==> config.mk <==
export PLATFORM = sky130hd
export DESIGN_NAME = gb_gpio_bank
export DESIGN_NICKNAME = d
export VERILOG_FILES = /design/src/gb_pkg.sv /design/src/gb_gpio_bank.sv
export VERILOG_INCLUDE_DIRS = /design/src
export SDC_FILE = /design/constraint.sdc
export NUM_CORES = 1
export LEC_CHECK = 0
export BUFFER_PORTS_ARGS = -buffer_cell sky130_fd_sc_hd__buf_2
export CAP_MARGIN = 20
export CORE_ASPECT_RATIO = 0.6
export CORE_UTILIZATION = 35
export CTS_BUF_LIST = sky130_fd_sc_hd__clkbuf_8
export CTS_CLUSTER_DIAMETER = 30
export DETAILED_ROUTE_END_ITERATION = 12
export SLEW_MARGIN = 20
export SYNTH_ARGS = -nofsm -noshare
export SYNTH_HDL_FRONTEND = slang
export SYNTH_SLANG_ARGS = --single-unit
export TNS_END_PERCENT = 10
==> constraint.sdc <==
create_clock -name sys_clk -period 3.4 [get_ports sys_clk]
set_input_delay 0.17 -clock sys_clk [delete_from_list [all_inputs] [get_ports sys_clk]]
set_output_delay 0.17 -clock sys_clk [all_outputs]
set_load 0.02 [all_outputs]
==> src/gb_gpio_bank_defs.svh <==
// constants for the multiplexed gpio bank: offsets, pin map, field positions, reset values
`ifndef GB_GPIO_BANK_DEFS_SVH
`define GB_GPIO_BANK_DEFS_SVH

`define GB_NPIN 43

// pin map: base index of each pin group in the pad vectors
`define GB_P_AUD 0
`define GB_P_ARST 4
`define GB_P_FAN 5
`define GB_P_VOLT 9
`define GB_P_TEMP 17
`define GB_P_MISC 21
`define GB_P_ACT 25
`define GB_P_PCI 26
`define GB_P_OC 30
`define GB_P_EV 34
`define GB_P_EV8 42
`define GB_P_EV_OUT 36

// smbus pci configuration space
`define GB_OFF_FAN_EV 12'h050
`define GB_OFF_FAN_IN 12'h051
`define GB_OFF_VLO_EV 12'h052
`define GB_OFF_VLO_IN 12'h053
`define GB_OFF_VHI_EV 12'h054
`define GB_OFF_VHI_IN 12'h055
`define GB_OFF_TMP_EV 12'h056
`define GB_OFF_TMP_IN 12'h057
`define GB_OFF_PCI_EV 12'h05a
`define GB_OFF_PCI_SI 12'h05b
`define GB_OFF_SMB_CFG 12'h064
`define GB_OFF_MISC_EV 12'h07e
`define GB_OFF_MISC_IN 12'h07f
`define GB_OFF_ACT 12'h0ac
// smbus extended space
`define GB_OFF_AUD_SEL 12'h000
`define GB_OFF_AUD_IN 12'h002
`define GB_OFF_ARST_IN 12'h003
`define GB_OFF_AUD_OE 12'h004
`define GB_OFF_ARST_OE 12'h005
`define GB_OFF_AUD_VAL 12'h006
`define GB_OFF_ARST_VAL 12'h007
// power management space
`define GB_OFF_PM_ARST 12'h059
`define GB_OFF_PM_FAN 12'h060
`define GB_OFF_PM_LLB 12'h068
`define GB_OFF_EV8 12'h084
`define GB_OFF_EV_VAL 12'h090
`define GB_OFF_EV_DIR 12'h091
`define GB_OFF_EV_IN 12'h092
// hardware monitor space
`define GB_OFF_FAN_TACH_IN_0 12'h031
`define GB_OFF_FANIN1 12'h036
`define GB_OFF_FANIN2 12'h03b
`define GB_OFF_TMP_SEL 12'h042
`define GB_OFF_VLO_SEL 12'h056
`define GB_OFF_VHI_SEL 12'h057
// pci bridge space, byte holding bit 8 of the misc control word
`define GB_OFF_PCI_BRIDGE_CONFIG_HI 12'h065
// index/data io ports
`define GB_OFF_IDX 12'hc50
`define GB_OFF_DATA 12'hc51
`define GB_IDX_OC 8'h12

// field positions
`define GB_B_BUS_MASTER_REQUEST_N 5
`define GB_B_PCI5 0
`define GB_B_FANOUT2 3
`define GB_B_LLB 5
`define GB_B_ACT_SEL 3
`define GB_B_ACT_OE 1
`define GB_B_EV8_WAKE 0
`define GB_B_EV8_VAL 2
`define GB_B_EV8_DIR 3
`define GB_SEL_AC97 2'b01
`define GB_SEL_HDA 2'b10
`define GB_SEL_GPIO_RST 2'b11

// reset values
`define GB_RST_ZERO 8'h00
`define GB_RST_ZERO3 3'h0
`define GB_RST_ZERO4 4'h0
`define GB_RST_ALL_IN 8'hff
`define GB_RST_HI_IN 8'hf0
`define GB_RST_ARST_IN 8'h01
`define GB_RST_ACT 8'h02
`define GB_RST_EV8 8'h08
`define GB_RST_OC 4'hf

`endif

==> src/gb_pkg.sv <==
// types shared by the multiplexed gpio bank
package gb_pkg;

	typedef enum logic [2:0] {
		GB_SP_SMB = 3'b000,
		GB_SP_EXT = 3'b001,
		GB_SP_PM = 3'b010,
		GB_SP_PM2 = 3'b011,
		GB_SP_PCI_BRIDGE_CONFIG = 3'b100,
		GB_SP_IO = 3'b101
	} gb_space_t;

	typedef struct packed {
		gb_space_t space;
		logic [11:0] addr;
		logic [7:0] wdata;
		logic wr;
		logic rd;
	} gb_req_t;

	typedef struct packed {
		logic [7:0] aud_sel;
		logic [7:0] aud_oe;
		logic [7:0] arst_oe;
		logic [7:0] aud_val;
		logic [7:0] arst_val;
		logic [7:0] fan_ev;
		logic [7:0] vlo_ev;
		logic [7:0] vhi_ev;
		logic [7:0] tmp_ev;
		logic [7:0] pci_ev;
		logic [3:0] pci_sel;
		logic [7:0] smb_cfg;
		logic [7:0] misc_ev;
		logic [7:0] act;
		logic [7:0] pm_arst;
		logic [7:0] pm_fan;
		logic [7:0] pm_llb;
		logic [7:0] ev8;
		logic [7:0] ev_val;
		logic [7:0] ev_dir;
		logic [2:0] fanin_sel;
		logic [7:0] tmp_sel;
		logic [7:0] vlo_sel;
		logic [7:0] vhi_sel;
		logic [7:0] pci_bridge_config_hi;
		logic [7:0] idx;
		logic [3:0] oc_oe;
	} gb_regs_t;

endpackage : gb_pkg

==> src/gb_gpio_bank.sv <==
// multiplexed gpio bank: pin muxing, gpio registers, input synchronisers
`timescale 1ns/1ns

`include "gb_gpio_bank_defs.svh"

module gb_gpio_bank
	import gb_pkg::*;
(
	input wire logic sys_clk,
	input wire logic nrst,
	input wire gb_req_t reg_req,
	output logic [7:0] reg_rdata,
	output logic reg_ack,
	input wire logic [`GB_NPIN-1:0] pad_in,
	output logic [`GB_NPIN-1:0] pad_out,
	output logic [`GB_NPIN-1:0] pad_oe,
	input wire logic [`GB_NPIN-1:0] func_out,
	input wire logic [`GB_NPIN-1:0] func_oe,
	output logic [`GB_NPIN-1:0] func_sel,
	output logic [3:0] audio_hda_route,
	input wire logic [1:0] smbus_oc_mode,
	input wire logic lpc_dma_use,
	input wire logic rtc_internal
);

	gb_regs_t r;
	logic [`GB_NPIN-1:0] sync1;
	logic [`GB_NPIN-1:0] st;
	logic [`GB_NPIN-1:0] tri_v;
	logic [`GB_NPIN-1:0] val_v;
	logic [`GB_NPIN-1:0] ded;
	logic [`GB_NPIN-1:0] park;
	logic [`GB_NPIN-1:0] next_oe;
	logic [`GB_NPIN-1:0] next_out;
	logic [3:0] next_hda;
	logic [7:0] next_rdata;
	logic oc_data;

	function automatic logic hit(input gb_req_t q, input gb_space_t s, input logic [11:0] a);
		hit = (q.space == s) && (q.addr == a);
	endfunction : hit

	function automatic logic nz(input logic [1:0] s);
		nz = (s != 2'b00);
	endfunction : nz

	assign oc_data = hit(reg_req, GB_SP_IO, `GB_OFF_DATA) && (r.idx == `GB_IDX_OC);

	// register writes; reset leaves every gpio as an input
	always_ff @(posedge sys_clk) begin
		if (!nrst) begin
			r.aud_sel <= `GB_RST_ZERO;
			r.aud_oe <= `GB_RST_ALL_IN;
			r.arst_oe <= `GB_RST_ARST_IN;
			r.aud_val <= `GB_RST_ZERO;
			r.arst_val <= `GB_RST_ZERO;
			r.fan_ev <= `GB_RST_HI_IN;
			r.vlo_ev <= `GB_RST_HI_IN;
			r.vhi_ev <= `GB_RST_HI_IN;
			r.tmp_ev <= `GB_RST_HI_IN;
			r.pci_ev <= `GB_RST_HI_IN;
			r.pci_sel <= `GB_RST_ZERO4;
			r.smb_cfg <= `GB_RST_ZERO;
			r.misc_ev <= `GB_RST_HI_IN;
			r.act <= `GB_RST_ACT;
			r.pm_arst <= `GB_RST_ZERO;
			r.pm_fan <= `GB_RST_ZERO;
			r.pm_llb <= `GB_RST_ZERO;
			r.ev8 <= `GB_RST_EV8;
			r.ev_val <= `GB_RST_ZERO;
			r.ev_dir <= `GB_RST_ALL_IN;
			r.fanin_sel <= `GB_RST_ZERO3;
			r.tmp_sel <= `GB_RST_ZERO;
			r.vlo_sel <= `GB_RST_ZERO;
			r.vhi_sel <= `GB_RST_ZERO;
			r.pci_bridge_config_hi <= `GB_RST_ZERO;
			r.idx <= `GB_RST_ZERO;
			r.oc_oe <= `GB_RST_OC;
		end else if (reg_req.wr) begin
			if (hit(reg_req, GB_SP_EXT, `GB_OFF_AUD_SEL)) r.aud_sel <= reg_req.wdata;
			if (hit(reg_req, GB_SP_EXT, `GB_OFF_AUD_OE)) r.aud_oe <= reg_req.wdata;
			if (hit(reg_req, GB_SP_EXT, `GB_OFF_ARST_OE)) r.arst_oe <= reg_req.wdata;
			if (hit(reg_req, GB_SP_EXT, `GB_OFF_AUD_VAL)) r.aud_val <= reg_req.wdata;
			if (hit(reg_req, GB_SP_EXT, `GB_OFF_ARST_VAL)) r.arst_val <= reg_req.wdata;
			if (hit(reg_req, GB_SP_SMB, `GB_OFF_FAN_EV)) r.fan_ev <= reg_req.wdata;
			if (hit(reg_req, GB_SP_SMB, `GB_OFF_VLO_EV)) r.vlo_ev <= reg_req.wdata;
			if (hit(reg_req, GB_SP_SMB, `GB_OFF_VHI_EV)) r.vhi_ev <= reg_req.wdata;
			if (hit(reg_req, GB_SP_SMB, `GB_OFF_TMP_EV)) r.tmp_ev <= reg_req.wdata;
			if (hit(reg_req, GB_SP_SMB, `GB_OFF_PCI_EV)) r.pci_ev <= reg_req.wdata;
			if (hit(reg_req, GB_SP_SMB, `GB_OFF_PCI_SI)) r.pci_sel <= reg_req.wdata[7:4];
			if (hit(reg_req, GB_SP_SMB, `GB_OFF_SMB_CFG)) r.smb_cfg <= reg_req.wdata;
			if (hit(reg_req, GB_SP_SMB, `GB_OFF_MISC_EV)) r.misc_ev <= reg_req.wdata;
			if (hit(reg_req, GB_SP_SMB, `GB_OFF_ACT)) r.act <= reg_req.wdata;
			if (hit(reg_req, GB_SP_PM, `GB_OFF_PM_ARST)) r.pm_arst <= reg_req.wdata;
			if (hit(reg_req, GB_SP_PM, `GB_OFF_PM_FAN)) r.pm_fan <= reg_req.wdata;
			if (hit(reg_req, GB_SP_PM, `GB_OFF_PM_LLB)) r.pm_llb <= reg_req.wdata;
			if (hit(reg_req, GB_SP_PM, `GB_OFF_EV8)) r.ev8 <= reg_req.wdata;
			if (hit(reg_req, GB_SP_PM, `GB_OFF_EV_VAL)) r.ev_val <= reg_req.wdata;
			if (hit(reg_req, GB_SP_PM, `GB_OFF_EV_DIR)) r.ev_dir <= reg_req.wdata;
			if (hit(reg_req, GB_SP_PM2, `GB_OFF_FAN_TACH_IN_0)) r.fanin_sel[0] <= reg_req.wdata[0];
			if (hit(reg_req, GB_SP_PM2, `GB_OFF_FANIN1)) r.fanin_sel[1] <= reg_req.wdata[0];
			if (hit(reg_req, GB_SP_PM2, `GB_OFF_FANIN2)) r.fanin_sel[2] <= reg_req.wdata[0];
			if (hit(reg_req, GB_SP_PM2, `GB_OFF_TMP_SEL)) r.tmp_sel <= reg_req.wdata;
			if (hit(reg_req, GB_SP_PM2, `GB_OFF_VLO_SEL)) r.vlo_sel <= reg_req.wdata;
			if (hit(reg_req, GB_SP_PM2, `GB_OFF_VHI_SEL)) r.vhi_sel <= reg_req.wdata;
			if (hit(reg_req, GB_SP_PCI_BRIDGE_CONFIG, `GB_OFF_PCI_BRIDGE_CONFIG_HI)) r.pci_bridge_config_hi <= reg_req.wdata;
			if (hit(reg_req, GB_SP_IO, `GB_OFF_IDX)) r.idx <= reg_req.wdata;
			if (oc_data) r.oc_oe <= {reg_req.wdata[7:6], reg_req.wdata[3:2]};
		end
	end

	// two-stage synchroniser; only the second stage feeds anything else
	always_ff @(posedge sys_clk) begin
		if (!nrst) begin
			sync1 <= '0;
			st <= '0;
		end else begin
			sync1 <= pad_in;
			st <= sync1;
		end
	end

	// gather per-pin enable (1 = tri-state) and value bits into pin order
	always_comb begin
		tri_v = '1;
		val_v = '0;
		tri_v[`GB_P_AUD +: 4] = r.aud_oe[3:0];
		val_v[`GB_P_AUD +: 4] = r.aud_val[3:0];
		tri_v[`GB_P_ARST] = r.arst_oe[0];
		val_v[`GB_P_ARST] = r.arst_val[0];
		tri_v[`GB_P_FAN +: 4] = r.fan_ev[7:4];
		val_v[`GB_P_FAN +: 4] = r.fan_ev[3:0];
		tri_v[`GB_P_VOLT +: 4] = r.vlo_ev[7:4];
		val_v[`GB_P_VOLT +: 4] = r.vlo_ev[3:0];
		tri_v[`GB_P_VOLT + 4 +: 4] = r.vhi_ev[7:4];
		val_v[`GB_P_VOLT + 4 +: 4] = r.vhi_ev[3:0];
		tri_v[`GB_P_TEMP +: 4] = r.tmp_ev[7:4];
		val_v[`GB_P_TEMP +: 4] = r.tmp_ev[3:0];
		tri_v[`GB_P_MISC +: 4] = r.misc_ev[7:4];
		val_v[`GB_P_MISC +: 4] = r.misc_ev[3:0];
		tri_v[`GB_P_ACT] = r.act[`GB_B_ACT_OE];
		val_v[`GB_P_ACT] = r.act[0];
		tri_v[`GB_P_PCI +: 4] = r.pci_ev[7:4];
		val_v[`GB_P_PCI +: 4] = r.pci_ev[3:0];
		tri_v[`GB_P_OC +: 4] = r.oc_oe;
		tri_v[`GB_P_EV_OUT +: 6] = r.ev_dir[7:2];
		val_v[`GB_P_EV_OUT +: 6] = r.ev_val[7:2];
		tri_v[`GB_P_EV8] = r.ev8[`GB_B_EV8_DIR];
		val_v[`GB_P_EV8] = r.ev8[`GB_B_EV8_VAL];
	end

	// ownership of each pin by its dedicated function
	always_comb begin
		ded = '0;
		park = '0;
		next_hda = '0;
		for (int i = 0; i < 4; i++) begin
			next_hda[i] = (r.aud_sel[2*i +: 2] == `GB_SEL_HDA);
			ded[`GB_P_AUD + i] = next_hda[i] || (r.aud_sel[2*i +: 2] == `GB_SEL_AC97);
			ded[`GB_P_TEMP + i] = nz(r.tmp_sel[2*i +: 2]);
			ded[`GB_P_VOLT + i] = nz(r.vlo_sel[2*i +: 2]);
			ded[`GB_P_VOLT + 4 + i] = nz(r.vhi_sel[2*i +: 2]);
			ded[`GB_P_PCI + i] = !r.pci_sel[i];
		end
		// the fourth audio input has no ac97 role: 01 just parks the pin
		ded[`GB_P_AUD + 3] = next_hda[3];
		park[`GB_P_AUD + 3] = (r.aud_sel[7:6] == `GB_SEL_AC97);
		ded[`GB_P_ARST] = (r.pm_arst[1:0] != `GB_SEL_GPIO_RST);
		ded[`GB_P_FAN] = r.pm_fan[`GB_B_FANOUT2];
		ded[`GB_P_FAN + 1 +: 3] = r.fanin_sel;
		ded[`GB_P_MISC] = r.pci_bridge_config_hi[`GB_B_PCI5] || r.smb_cfg[`GB_B_BUS_MASTER_REQUEST_N];
		ded[`GB_P_MISC + 1] = r.pm_llb[`GB_B_LLB];
		ded[`GB_P_MISC + 2] = r.pci_bridge_config_hi[`GB_B_PCI5] || lpc_dma_use;
		ded[`GB_P_MISC + 3] = !rtc_internal;
		ded[`GB_P_ACT] = !r.act[`GB_B_ACT_SEL];
		ded[`GB_P_OC +: 2] = {2{smbus_oc_mode[0]}};
		ded[`GB_P_OC + 2 +: 2] = {2{smbus_oc_mode[1]}};
		ded[`GB_P_EV8] = r.ev8[`GB_B_EV8_WAKE];
	end

	// pad drive; a dedicated pin follows its function only
	always_comb begin
		for (int i = 0; i < `GB_NPIN; i++) begin
			if (ded[i]) begin
				next_oe[i] = func_oe[i];
				next_out[i] = func_out[i];
			end else begin
				next_oe[i] = !tri_v[i] && !park[i];
				next_out[i] = val_v[i];
			end
		end
		// open-collector pins only ever pull low; a function asking for high just lets go
		for (int i = `GB_P_OC; i < `GB_P_OC + 4; i++) begin
			if (ded[i]) next_oe[i] = func_oe[i] && !func_out[i];
			next_out[i] = 1'b0;
		end
		// first two event pins have no driver at all
		next_oe[`GB_P_EV +: 2] = 2'b00;
		next_out[`GB_P_EV +: 2] = 2'b00;
	end

	always_ff @(posedge sys_clk) begin
		if (!nrst) begin
			pad_oe <= '0;
			pad_out <= '0;
			func_sel <= '0;
			audio_hda_route <= '0;
		end else begin
			pad_oe <= next_oe;
			pad_out <= next_out;
			func_sel <= ded;
			audio_hda_route <= next_hda;
		end
	end

	// read mux; unmapped addresses read zero
	always_comb begin
		next_rdata = 8'h00;
		if (hit(reg_req, GB_SP_EXT, `GB_OFF_AUD_SEL)) next_rdata = r.aud_sel;
		if (hit(reg_req, GB_SP_EXT, `GB_OFF_AUD_IN)) next_rdata = {4'h0, st[`GB_P_AUD +: 4]};
		if (hit(reg_req, GB_SP_EXT, `GB_OFF_ARST_IN)) next_rdata = {7'h00, st[`GB_P_ARST]};
		if (hit(reg_req, GB_SP_EXT, `GB_OFF_AUD_OE)) next_rdata = r.aud_oe;
		if (hit(reg_req, GB_SP_EXT, `GB_OFF_ARST_OE)) next_rdata = r.arst_oe;
		if (hit(reg_req, GB_SP_EXT, `GB_OFF_AUD_VAL)) next_rdata = r.aud_val;
		if (hit(reg_req, GB_SP_EXT, `GB_OFF_ARST_VAL)) next_rdata = r.arst_val;
		if (hit(reg_req, GB_SP_SMB, `GB_OFF_FAN_EV)) next_rdata = r.fan_ev;
		if (hit(reg_req, GB_SP_SMB, `GB_OFF_FAN_IN)) next_rdata = {4'h0, st[`GB_P_FAN +: 4]};
		if (hit(reg_req, GB_SP_SMB, `GB_OFF_VLO_EV)) next_rdata = r.vlo_ev;
		if (hit(reg_req, GB_SP_SMB, `GB_OFF_VLO_IN)) next_rdata = {4'h0, st[`GB_P_VOLT +: 4]};
		if (hit(reg_req, GB_SP_SMB, `GB_OFF_VHI_EV)) next_rdata = r.vhi_ev;
		if (hit(reg_req, GB_SP_SMB, `GB_OFF_VHI_IN)) next_rdata = {4'h0, st[`GB_P_VOLT + 4 +: 4]};
		if (hit(reg_req, GB_SP_SMB, `GB_OFF_TMP_EV)) next_rdata = r.tmp_ev;
		if (hit(reg_req, GB_SP_SMB, `GB_OFF_TMP_IN)) next_rdata = {4'h0, st[`GB_P_TEMP +: 4]};
		if (hit(reg_req, GB_SP_SMB, `GB_OFF_PCI_EV)) next_rdata = r.pci_ev;
		if (hit(reg_req, GB_SP_SMB, `GB_OFF_PCI_SI)) next_rdata = {r.pci_sel, st[`GB_P_PCI +: 4]};
		if (hit(reg_req, GB_SP_SMB, `GB_OFF_SMB_CFG)) next_rdata = r.smb_cfg;
		if (hit(reg_req, GB_SP_SMB, `GB_OFF_MISC_EV)) next_rdata = r.misc_ev;
		if (hit(reg_req, GB_SP_SMB, `GB_OFF_MISC_IN)) next_rdata = {4'h0, st[`GB_P_MISC +: 4]};
		if (hit(reg_req, GB_SP_SMB, `GB_OFF_ACT))
			next_rdata = {4'h0, r.act[3], st[`GB_P_ACT], r.act[1:0]};
		if (hit(reg_req, GB_SP_PM, `GB_OFF_PM_ARST)) next_rdata = r.pm_arst;
		if (hit(reg_req, GB_SP_PM, `GB_OFF_PM_FAN)) next_rdata = r.pm_fan;
		if (hit(reg_req, GB_SP_PM, `GB_OFF_PM_LLB)) next_rdata = r.pm_llb;
		if (hit(reg_req, GB_SP_PM, `GB_OFF_EV8)) next_rdata = {3'h0, st[`GB_P_EV8], r.ev8[3:0]};
		if (hit(reg_req, GB_SP_PM, `GB_OFF_EV_VAL)) next_rdata = r.ev_val;
		if (hit(reg_req, GB_SP_PM, `GB_OFF_EV_DIR)) next_rdata = r.ev_dir;
		if (hit(reg_req, GB_SP_PM, `GB_OFF_EV_IN)) next_rdata = st[`GB_P_EV +: 8];
		if (hit(reg_req, GB_SP_PM2, `GB_OFF_FAN_TACH_IN_0)) next_rdata = {7'h00, r.fanin_sel[0]};
		if (hit(reg_req, GB_SP_PM2, `GB_OFF_FANIN1)) next_rdata = {7'h00, r.fanin_sel[1]};
		if (hit(reg_req, GB_SP_PM2, `GB_OFF_FANIN2)) next_rdata = {7'h00, r.fanin_sel[2]};
		if (hit(reg_req, GB_SP_PM2, `GB_OFF_TMP_SEL)) next_rdata = r.tmp_sel;
		if (hit(reg_req, GB_SP_PM2, `GB_OFF_VLO_SEL)) next_rdata = r.vlo_sel;
		if (hit(reg_req, GB_SP_PM2, `GB_OFF_VHI_SEL)) next_rdata = r.vhi_sel;
		if (hit(reg_req, GB_SP_PCI_BRIDGE_CONFIG, `GB_OFF_PCI_BRIDGE_CONFIG_HI)) next_rdata = r.pci_bridge_config_hi;
		if (hit(reg_req, GB_SP_IO, `GB_OFF_IDX)) next_rdata = r.idx;
		if (oc_data)
			next_rdata = {r.oc_oe[3:2], st[`GB_P_OC + 2 +: 2], r.oc_oe[1:0], st[`GB_P_OC +: 2]};
	end

	always_ff @(posedge sys_clk) begin
		if (!nrst) begin
			reg_rdata <= 8'h00;
			reg_ack <= 1'b0;
		end else begin
			reg_rdata <= reg_req.rd ? next_rdata : 8'h00;
			reg_ack <= reg_req.rd;
		end
	end
endmodule : gb_gpio_bank

==> out/summary.txt, run 1 <==
run status -> finished, final reports clean
VDD IR max -> 0.277 mV
Reg power frac -> 0.460
Synth async-reset ratio -> 0
Final Hold Viols -> 0
Switching Fraction -> 0.248
Worst Path Required -> 3.97 ns
critical-path maximum fanout -> 22
clk_skew -> 0.0248 ns
standard-cell rows -> 61
CTS tree -> yes
GR Util All Layers -> 0.281
period utilization -> 0.819
Startpoint Class -> input pin
Largest stage delay, worst path -> 0.74 ns
Max Fclk -> 359 MHz
Tightest Hold Check Type -> input pin to register
Synth Flop Type -> dfxtp_1
crit path cell chain -> buf_2 -> or4_4 -> nor2_2 -> and3_1 -> a221oi_1 -> o32ai_1 -> a41oi_1 -> or3_1 -> a31oi_1
DRT iter0 DRCs -> 2071
initial antenna violation count -> 1
GP Congestion -> 1.02
Mean Syn Cell Area -> 8.73 um2
slew margin rel. -> 0.324
commonest non-fill, non-tap cells in the layout -> dfxtp_1 (403), nand2_1 (341), buf_2 (267)
min cycle time layout -> 2.78 ns
Final setup violation count -> 0
post-route ant nets -> 0
Layout area overhead -> 30.5%
Pre-Repair DR Iteration Count -> 6
clock power share -> 0.479
CTS H-tree lvls -> 3
Distinct cells, synth -> 78
Max Slew Vio Count -> 0
unrepaired setup endpoints after global routing -> false
Maximum Capacitance Violations -> 0
die width -> 286 um
area of the die -> 0.0492 mm2
Pwr Density -> 476 mW/mm2
post-DP HPWL -> 52.7 mm
setup_tns -> 0 ns
count of buffers from port buffering -> 269
I/O Pins -> 302
largest net degree at the start of global routing -> 139
most common cell after layout, fill and taps aside -> dfxtp_1
# nets final -> 2535
root buffer cell -> clkbuf_8
Via density -> 5.37
Reg clk slew, reported paths -> 0.07 ns
CTS Hold Bufs -> 121
Worst-Skew Late Latency -> 0.65 ns
combinational power share -> 0.061
Critical Path AT -> 3.36 ns
DRC -> 0
Mapped Area -> 0.0169 mm2
Crit Path Category -> input pin to register
reg2reg setup slack -> 1.02 ns
CP endpoint kind -> register
Sinks on Clock Net -> 403
# fillers -> 4549
core box area -> 0.0469 mm2
yosys synthesis warning count -> 0
flops & latches, synth -> 403
clock buffer depth -> 3
Leakage -> 8.98 nW
first-pass GRT wire length -> 101 mm
critical path's slowest cell -> or4_4
vias -> 16400
share of layout cells above drive strength 1 -> 0.209
internal power -> 7.90 mW
drt total wl -> 70.8 mm
Syn Inst Count -> 1935
post-CTS setup buffer count -> 0
CTS buffer count -> 72
Post-synth EDFFs -> 0
vias in the first global route -> 15200
GRT overflow -> 0
total power -> 10.5 mW
post-cts resize count -> 0
average wire per standard cell -> 23.1 um
Slew @ Worst Pin -> 1.01 ns
Die Y -> 172 um
sw power -> 2.61 mW
initial core utilization -> 0.360
Hold WS -> 0.0292 ns
register area share after synthesis -> 0.478
==> synth_stat cells, types with 18 or more instances <==
master | n | area share
dfxtp_1 | 403 | 0.48
nor3_1 | 32 | 0.0095
inv_1 | 18 | 0.0040
o22ai_1 | 20 | 0.0074
buf_4 | 20 | 0.0089
mux2i_1 | 66 | 0.039
nor2_1 | 61 | 0.014
a22oi_1 | 28 | 0.012
a21boi_0 | 97 | 0.043
and3_1 | 19 | 0.0070
nor4_1 | 19 | 0.0070
a21boi_1 | 69 | 0.031
nand3_1 | 131 | 0.039
nand2_1 | 341 | 0.076
a21oi_1 | 33 | 0.0098
and2_1 | 130 | 0.048
nor2b_1 | 62 | 0.023
o21ai_0 | 57 | 0.017
clkbuf_1 | 111 | 0.025
==> sequential cells by signal, summed over array words and instances, names as in the netlist <==
name	flops
pad_oe	41
ded	6
st	43
reg_ack	1
reg_rdata	8
r	182
pad_out	37
next_out	6
audio_hda_route	3
sync1	43
func_sel	33
==> critical path, delay by kind of cell <==
kind / cells / cell delay, ns
buffers and inverters: 1 / 0.12
AOI/OAI and AO/OA: 4 / 0.87
and+or+nand+nor: 4 / 2.17
==> power by group through the flow <==
stage | clock, mW | combinational, mW | sequential, mW
5_1_grt | 5.36 | 0.683 | 4.83
3_5_place_dp | 0 | 0.525 | 4.93
2_1_floorplan | 0 | 0.285 | 4.93
6_report | 5.03 | 0.644 | 4.83
4_1_cts | 5.11 | 0.634 | 4.83
3_3_place_gp | 0 | 0.523 | 4.93
==> area by class of cell <==
cell class	count	area [um2]	share of cell area
Inverter	18	67.6	0.00306
Clock inverter	51	512	0.0232
Timing Repair Buffer	495	3360	0.152
Sequential cell	403	8070	0.366
Multi-Input combinational cell	1382	8170	0.371
Antenna cell	1	2.50	0.000113
Clock buffer	79	1090	0.0493
Tap cell	630	788	0.0357
==> per-stage QoR <==
stage               cell area [um2]  std cells  setup WS, ns  utilization
CTS                           22100       3058         0.781        0.470
floorplan                     17000       1950         0.950            -
global route                  22100       3058         0.549        0.470
global placement              19200       2807         0.258        0.410
detailed placement            19200       2807         0.104        0.410
finish                        22100       3059         0.616        0.470
==> path summary, 6_finish.rpt <==
check	startpoint	end	cells past startpoint
worst max-delay path	reg_req[19]	reg_rdata[7]$_SDFF_PN0_	9
worst min-delay path	func_oe[33]	pad_oe[33]$_SDFF_PN0_	4
worst max register to register	ded[6]$_SDFFE_PN0P_	reg_rdata[0]$_SDFF_PN0_	6
worst min register to register	sync1[20]$_SDFF_PN0_	st[20]$_SDFF_PN0_	1
==> cell families (layout without fill, tap and decap cells) <==
kind of cell,after synthesis,count (layout),synth area share
multiplexers,66,66,0.0391
AND/OR/NAND/NOR,893,893,0.269
buffers and inverters,165,643,0.0428
flip-flops,403,403,0.478
adder cells (fa/ha/maj),3,3,0.00222
other,1,17,0.000222
AO/OA/AOI/OAI,404,404,0.169
==> per-layer routing <==
| layer | wire, um | part of all wire | vias to the layer above | global-route usage |
|---|---|---|---|---|
| met2 | 27600 | 0.39 | 906 | 0.386 |
| met3 | 8180 | 0.12 | 80 | 0.0748 |
| li1 | - | - | 7632 | - |
| met1 | 34000 | 0.48 | 7820 | 0.427 |
| met4 | 1010 | 0.014 | 0 | 0.0602 |
| met5 | 0 | 0 | - | 0 |
Power figures use the tool's default switching activity.
==> inputs of run 2 (changes only) <==
==> constraint.sdc (replaced) <==
create_clock -name sys_clk -period 2.6 [get_ports sys_clk]
set_input_delay 0.13 -clock sys_clk [delete_from_list [all_inputs] [get_ports sys_clk]]
set_output_delay 0.13 -clock sys_clk [all_outputs]
set_load 0.02 [all_outputs]
==> out/summary.txt, run 2 (synthesis gave the netlist of run 1 again) <==
Worst Path Buf+Inv -> 3 (+2)
GR Util All Layers -> 0.310 (+0.0289)
PnR worst setup slack -> 0.0655 ns (-0.550 ns)
core box area -> 0.0469 mm2 (unchanged)
slew margin rel. -> 0.155 (-0.168)
DP Cell Count -> 2956 (+5.3%)
Final Hold Viols -> 0 (unchanged)
Reg clk slew, reported paths -> 0.06 ns (about the same)
Tightest Hold Check Type -> input pin to register
vias in the first global route -> 15800 (+4.2%)
run status -> finished, final reports clean
Worst Path Required -> 3.10 ns (-0.87 ns)
Startpoint Class -> input pin
Critical Path AT -> 3.04 ns (-0.32 ns)
Largest register FFs -> 182 (unchanged)
# nets final -> 2682 (+5.8%)
# fillers -> 4474 (-1.6%)
post-route ant nets -> 0 (unchanged)
Antenna Cells -> 0 (-1)
drt total wl -> 77.3 mm (+9.2%)
Hold Path Stages -> 3 (-1)
post-CTS setup buffer count -> 0 (unchanged)
CTS Hold Bufs -> 121 (unchanged)
Die Y -> 172 um (unchanged)
area of the die -> 0.0492 mm2 (unchanged)
first-pass GRT wire length -> 110 mm (+9.3%)
clock buffer depth -> 3 (unchanged)
initial antenna violation count -> 3 (+2)
CTS H-tree lvls -> 3 (unchanged)
Via density -> 5.41 (+0.73%)
pre-CTS WS -> -0.364 ns (-0.468 ns)
Pre-Repair DR Iteration Count -> 6 (unchanged)
Worst Hold End -> reg_ack$_SDFF_PN0_
biggest regs -> r (182), st (43), sync1 (43)
HP Start -> nrst
GRT overflow -> 0 (unchanged)
die width -> 286 um (unchanged)
Leakage -> 9.68 nW (+7.9%)
crit path cell chain -> buf_2 -> buf_4 -> nor4_2 -> buf_4 -> nand2_1 -> or4_1 -> o221ai_1 -> o21bai_1 -> a31oi_1 -> a211oi_1 -> o21ai_1
FF/Latch Area -> 0.00807 mm2 (unchanged)
Max Slew Vio Count -> 0 (unchanged)
Layout area overhead -> 37.5%
Largest stage delay, worst path -> 0.74 ns (about the same)
clk_skew -> 0.0497 ns (+0.0250 ns)
reg-to-reg endpoint -> reg_rdata[1]$_SDFF_PN0_
VDD IR max -> 0.325 mV (+17%)
DRC -> 0 (unchanged)
initial core utilization -> 0.360 (unchanged)
share of layout cells above drive strength 1 -> 0.252 (+0.0431)
period utilization -> 0.975
Max Fclk -> 395 MHz
CTS tree -> yes
Most common cell on crit path -> buf_4
area of the multi-input gates -> 0.00817 mm2 (unchanged)
count of buffers from port buffering -> 269 (unchanged)
Slew @ Worst Pin -> 1.27 ns (+0.252 ns)
critical-path maximum fanout -> 5 (-77%)
I/O Pins -> 302 (unchanged)
critical path's slowest cell -> or4_1
commonest non-fill, non-tap cells in the layout -> dfxtp_1 (403), nand2_1 (341), buf_2 (267)
setup_tns -> 0 ns (unchanged)
most flop-heavy register -> r
DRT iter0 DRCs -> 1998 (-3.5%)
GP Congestion -> 1.01 (-1.3%)
standard-cell rows -> 61 (unchanged)
Top delay family on crit path -> simple AND/OR/NAND/NOR gates
worst r2r src -> r[132]$_SDFFE_PN0P_
post-cts resize count -> 0 (unchanged)
Pwr Density -> 590 mW/mm2 (+24%)
most common cell after layout, fill and taps aside -> dfxtp_1
root buffer cell -> clkbuf_8
reg2reg setup slack -> 0.20 ns (-0.82 ns)
Sinks on Clock Net -> 403 (unchanged)
Crit Path Category -> input pin to register
Maximum Capacitance Violations -> 0 (unchanged)
average wire per standard cell -> 24.2 um (+4.5%)
CTS buffer count -> 70 (-2.8%)
Worst-Skew Late Latency -> 0.65 ns (about the same)
worst reg2reg path depth -> 10 (+4)
Final setup violation count -> 0 (unchanged)
unrepaired setup endpoints after global routing -> false
min cycle time layout -> 2.53 ns
CP endpoint kind -> register
fin cells -> 3198 (+4.5%)
vias -> 17300 (+5.3%)
post-DP HPWL -> 58.7 mm (+11%)
largest net degree at the start of global routing -> 240 (+73%)
run 2: cell types whose count changed in the layout (fill, tap and decap cells not counted), sizes merged:
cell,before,now
bufinv,8,9
inv,46,44
clkinv,13,7
clkinvlp,2,5
buf,373,522
clkbuf,80,75
diode,1,0
run 2: worst max path at each step:
stage                             start  cells past startpoint  slack (ns)                 endpoint
floorplan                   reg_req[19]                     11        0.19  reg_rdata[3]$_SDFF_PN0_
global placement            reg_req[19]                     12       -0.36  reg_rdata[7]$_SDFF_PN0_
detailed placement          reg_req[19]                     11       -0.36  reg_rdata[0]$_SDFF_PN0_
CTS                 r[132]$_SDFFE_PN0P_                     10        0.27  reg_rdata[1]$_SDFF_PN0_
global route                reg_req[14]                     10        0.09  reg_rdata[7]$_SDFF_PN0_
finish                      reg_req[19]                     11        0.07  reg_rdata[0]$_SDFF_PN0_
run 2: power by group:
part           switching, mW  internal [mW]  total (mW)
clock network           2.83           3.62        6.44
logic                  0.510          0.428       0.939
registers             0.0480           6.26        6.31
total                   3.38           10.3        13.7
run 2: tightest hold or removal path, delay by kind of cell:
kind          cells  cell delay, ns
buf+inv           2            0.33
simple gates      1            0.18
run 2: area by class of cell:
type,count,share of cell area
Timing Repair Buffer,644,0.198
Sequential cell,403,0.347
Tap cell,630,0.0339
Clock inverter,47,0.0224
Multi-Input combinational cell,1382,0.352
Clock buffer,74,0.0439
Inverter,18,0.00291
run 2: layer usage:
metal / global-route usage / vias to the layer above / routed length [um]
met5: 0 / - / 0
met4: 0.0614 / 0 / 1110
met3: 0.0860 / 86 / 8850
met2: 0.399 / 872 / 28700
met1: 0.492 / 8429 / 38600
li1: - / 7924 / -
run 2: stage by stage:
step	area (um2)	utilization	power, mW	hold slack (ns)
after floorplan	17000	-	6.81	0.202
after global placement	20500	0.436	7.21	0.335
after detailed placement	20500	0.436	7.22	0.339
after CTS	23200	0.495	13.8	0.0161
after global routing	23200	0.495	14.2	0.0462
final	23200	0.495	13.7	0.0507
==> inputs of run 3 (changes only) <==
==> constraint.sdc (replaced) <==
create_clock -name sys_clk -period 2.6 [get_ports sys_clk]
set_input_delay 0.52 -clock sys_clk [delete_from_list [all_inputs] [get_ports sys_clk]]
set_output_delay 0.52 -clock sys_clk [all_outputs]
set_load 0.02 [all_outputs]
==> out/summary.txt, run 3 (synthesis gave the netlist of run 1 again) <==
critical-path maximum fanout -> 7 (+2)
slew margin rel. -> 0.389 (+0.233)
Slew @ Worst Pin -> 0.917 ns (-0.350 ns)
Critical Path AT -> 3.11 ns (+0.07 ns)
utilization after layout -> 0.479 (-0.0160)
initial antenna violation count -> 3 (unchanged)
Startpoint Class -> input pin
CP endpoint kind -> register
clk_skew -> 0.0456 ns (-0.00411 ns)
share of layout cells above drive strength 1 -> 0.283 (+0.0307)
Worst Path Required -> 3.13 ns (+0.03 ns)
unrepaired setup endpoints after global routing -> true
fin cells -> 3117 (-2.5%)
Switching Fraction -> 0.246 (-0.000821)
largest net degree at the start of global routing -> 206 (-14%)
GP Congestion -> 1.02 (+1.7%)
CTS buffer count -> 72 (+2.9%)
PnR worst setup slack -> 0.0238 ns (-0.0417 ns)
initial core utilization -> 0.360 (unchanged)
Layout area overhead -> 33.0%
Crit Path Category -> input pin to register
period utilization -> 0.991 (+0.0160)
Pwr Density -> 611 mW/mm2 (+3.7%)
Final setup violation count -> 0 (unchanged)
Sinks on Clock Net -> 403 (unchanged)
CTS tree -> yes
drt total wl -> 75.6 mm (-2.1%)
sw power -> 3.38 mW (about the same)
internal power -> 10.4 mW (+0.42%)
biggest regs -> r (182), st (43), sync1 (43)
DRT iter0 DRCs -> 1755 (-12%)
commonest non-fill, non-tap cells in the layout -> dfxtp_1 (402), nand2_1 (341), buf_4 (274)
clock power share -> 0.482 (+0.011)
CTS H-tree lvls -> 3 (unchanged)
setup_tns -> 0 ns (unchanged)
GR Util All Layers -> 0.302 (-0.00759)
Max Fclk -> 388 MHz (-1.6%)
Largest register FFs -> 182 (unchanged)
critical path's slowest cell -> or4_4
most flop-heavy register -> r
run status -> finished, final reports clean
root buffer cell -> clkbuf_8
standard-cell rows -> 61 (unchanged)
Pre-Repair DR Iteration Count -> 5 (-1)
post-route ant nets -> 0 (unchanged)
min cycle time layout -> 2.58 ns (+0.0417 ns)
Maximum Capacitance Violations -> 0 (unchanged)
Via density -> 5.36 (-0.99%)
Leakage -> 9.46 nW (-2.3%)
# nets final -> 2591 (-3.4%)
die width -> 286 um (unchanged)
first-pass GRT wire length -> 107 mm (-3.0%)
pre-CTS WS -> -0.939 ns (-0.575 ns)
CTS Hold Bufs -> 0 (-100%)
Tightest Hold Check Type -> input pin to register
area of the die -> 0.0492 mm2 (unchanged)
Most common cell on crit path -> buf_4
GRT overflow -> 0 (unchanged)
Die Y -> 172 um (unchanged)
average wire per standard cell -> 24.3 um (+0.39%)
most common cell after layout, fill and taps aside -> dfxtp_1
crit path cell chain -> buf_2 -> or4_4 -> buf_4 -> nor2_4 -> buf_4 -> nand2_1 -> o221ai_1 -> a21o_1 -> o211ai_1 -> a31oi_1 -> o22ai_1
Reg clk slew, reported paths -> 0.07 ns (about the same)
I/O Pins -> 302 (unchanged)
VDD IR max -> 0.348 mV (+7.2%)
combinational power share -> 0.058 (-0.011)
DRC -> 0 (unchanged)
vias -> 16700 (-3.5%)
# fillers -> 4582 (+2.4%)
count of buffers from port buffering -> 269 (unchanged)
Worst-Skew Late Latency -> 0.65 ns (about the same)
Max Slew Vio Count -> 0 (unchanged)
total power -> 13.7 mW (+0.31%)
Reg power frac -> 0.459 (-0.002)
DP Cell Count -> 2984 (+0.95%)
Final Hold Viols -> 0 (unchanged)
Largest stage delay, worst path -> 0.59 ns (-0.15 ns)
clock buffer depth -> 3 (unchanged)
vias in the first global route -> 15600 (-1.6%)
core box area -> 0.0469 mm2 (unchanged)
post-DP HPWL -> 58.8 mm (+0.16%)
-- run 3: cell count changes in the layout (fill, tap and decap cells not counted), moves of 2 or more --
cell,change
nor4_1,-5
inv_12,-4
diode_2,+3
inv_6,+3
nor4_4,+5
clkbuf_8,+12
clkinv_2,+2
buf_4,+28
bufinv_16,-2
inv_1,-4
dlygate4sd3_1,-121
clkinv_8,+2
-- run 3: critical path: cells and delay by family --
| kind | cells | cell delay, ns |
|---|---|---|
| AOI/OAI and AO/OA | 5 | 1.15 |
| buffers and inverters | 3 | 0.49 |
| and+or+nand+nor | 3 | 0.95 |
-- run 3: final timing paths --
path | startpoint | endpoint | slack, ns | cells after the start
worst max-delay path | reg_req[20] | reg_rdata[1]$_SDFF_PN0_ | 0.02 | 11
worst min-delay path | pad_in[13] | sync1[13]$_SDFF_PN0_ | 0.09 | 2
worst max register to register | r[132]$_SDFFE_PN0P_ | reg_rdata[1]$_SDFF_PN0_ | 0.12 | 10
worst min register to register | sync1[39]$_SDFF_PN0_ | st[39]$_SDFF_PN0_ | 0.43 | 1
-- run 3: final cells by class --
cell class              count  area, um2  area share
multi-input cells        1382       8320       0.370
inverters                  18       67.6     0.00301
diodes                      3       7.51    0.000334
clock buffers              86       1180      0.0527
clock inverters            44        448      0.0199
repair buffers            551       3590       0.160
well taps                 630        788      0.0351
flip-flops and latches    403       8070       0.359
-- run 3: per-layer routing --
| metal | wire [um] | global-route usage |
|---|---|---|
| met1 | 36100 | 0.444 |
| met2 | 27800 | 0.389 |
| met3 | 10300 | 0.133 |
| met4 | 1390 | 0.0737 |
| met5 | 0 | 0 |
-- run 3: stage by stage --
step	hold WS, ns	area [um2]
floorplan	0.412	17000
global placement	0.416	20700
detailed placement	0.417	20700
CTS	0.0513	22400
global route	0.0618	22500
finish	0.0925	22500
-- run 3: power groups by stage --
stage                     Sequential (mW)  Combinational [mW]  Clock, mW
after CTS                            6.31               0.783       6.74
after global placement               6.44               0.781          0
after global routing                 6.31               0.839       7.06
final                                6.31               0.799       6.62
after floorplan                      6.44               0.378          0
after detailed placement             6.44               0.780          0
-- run 3: timing repair --
item / CTS / global route
resized for setup: 3 / 11
pin swaps: 0 / 1
setup endpoints to repair: 2 / 6
buffers inserted: 0 / 0
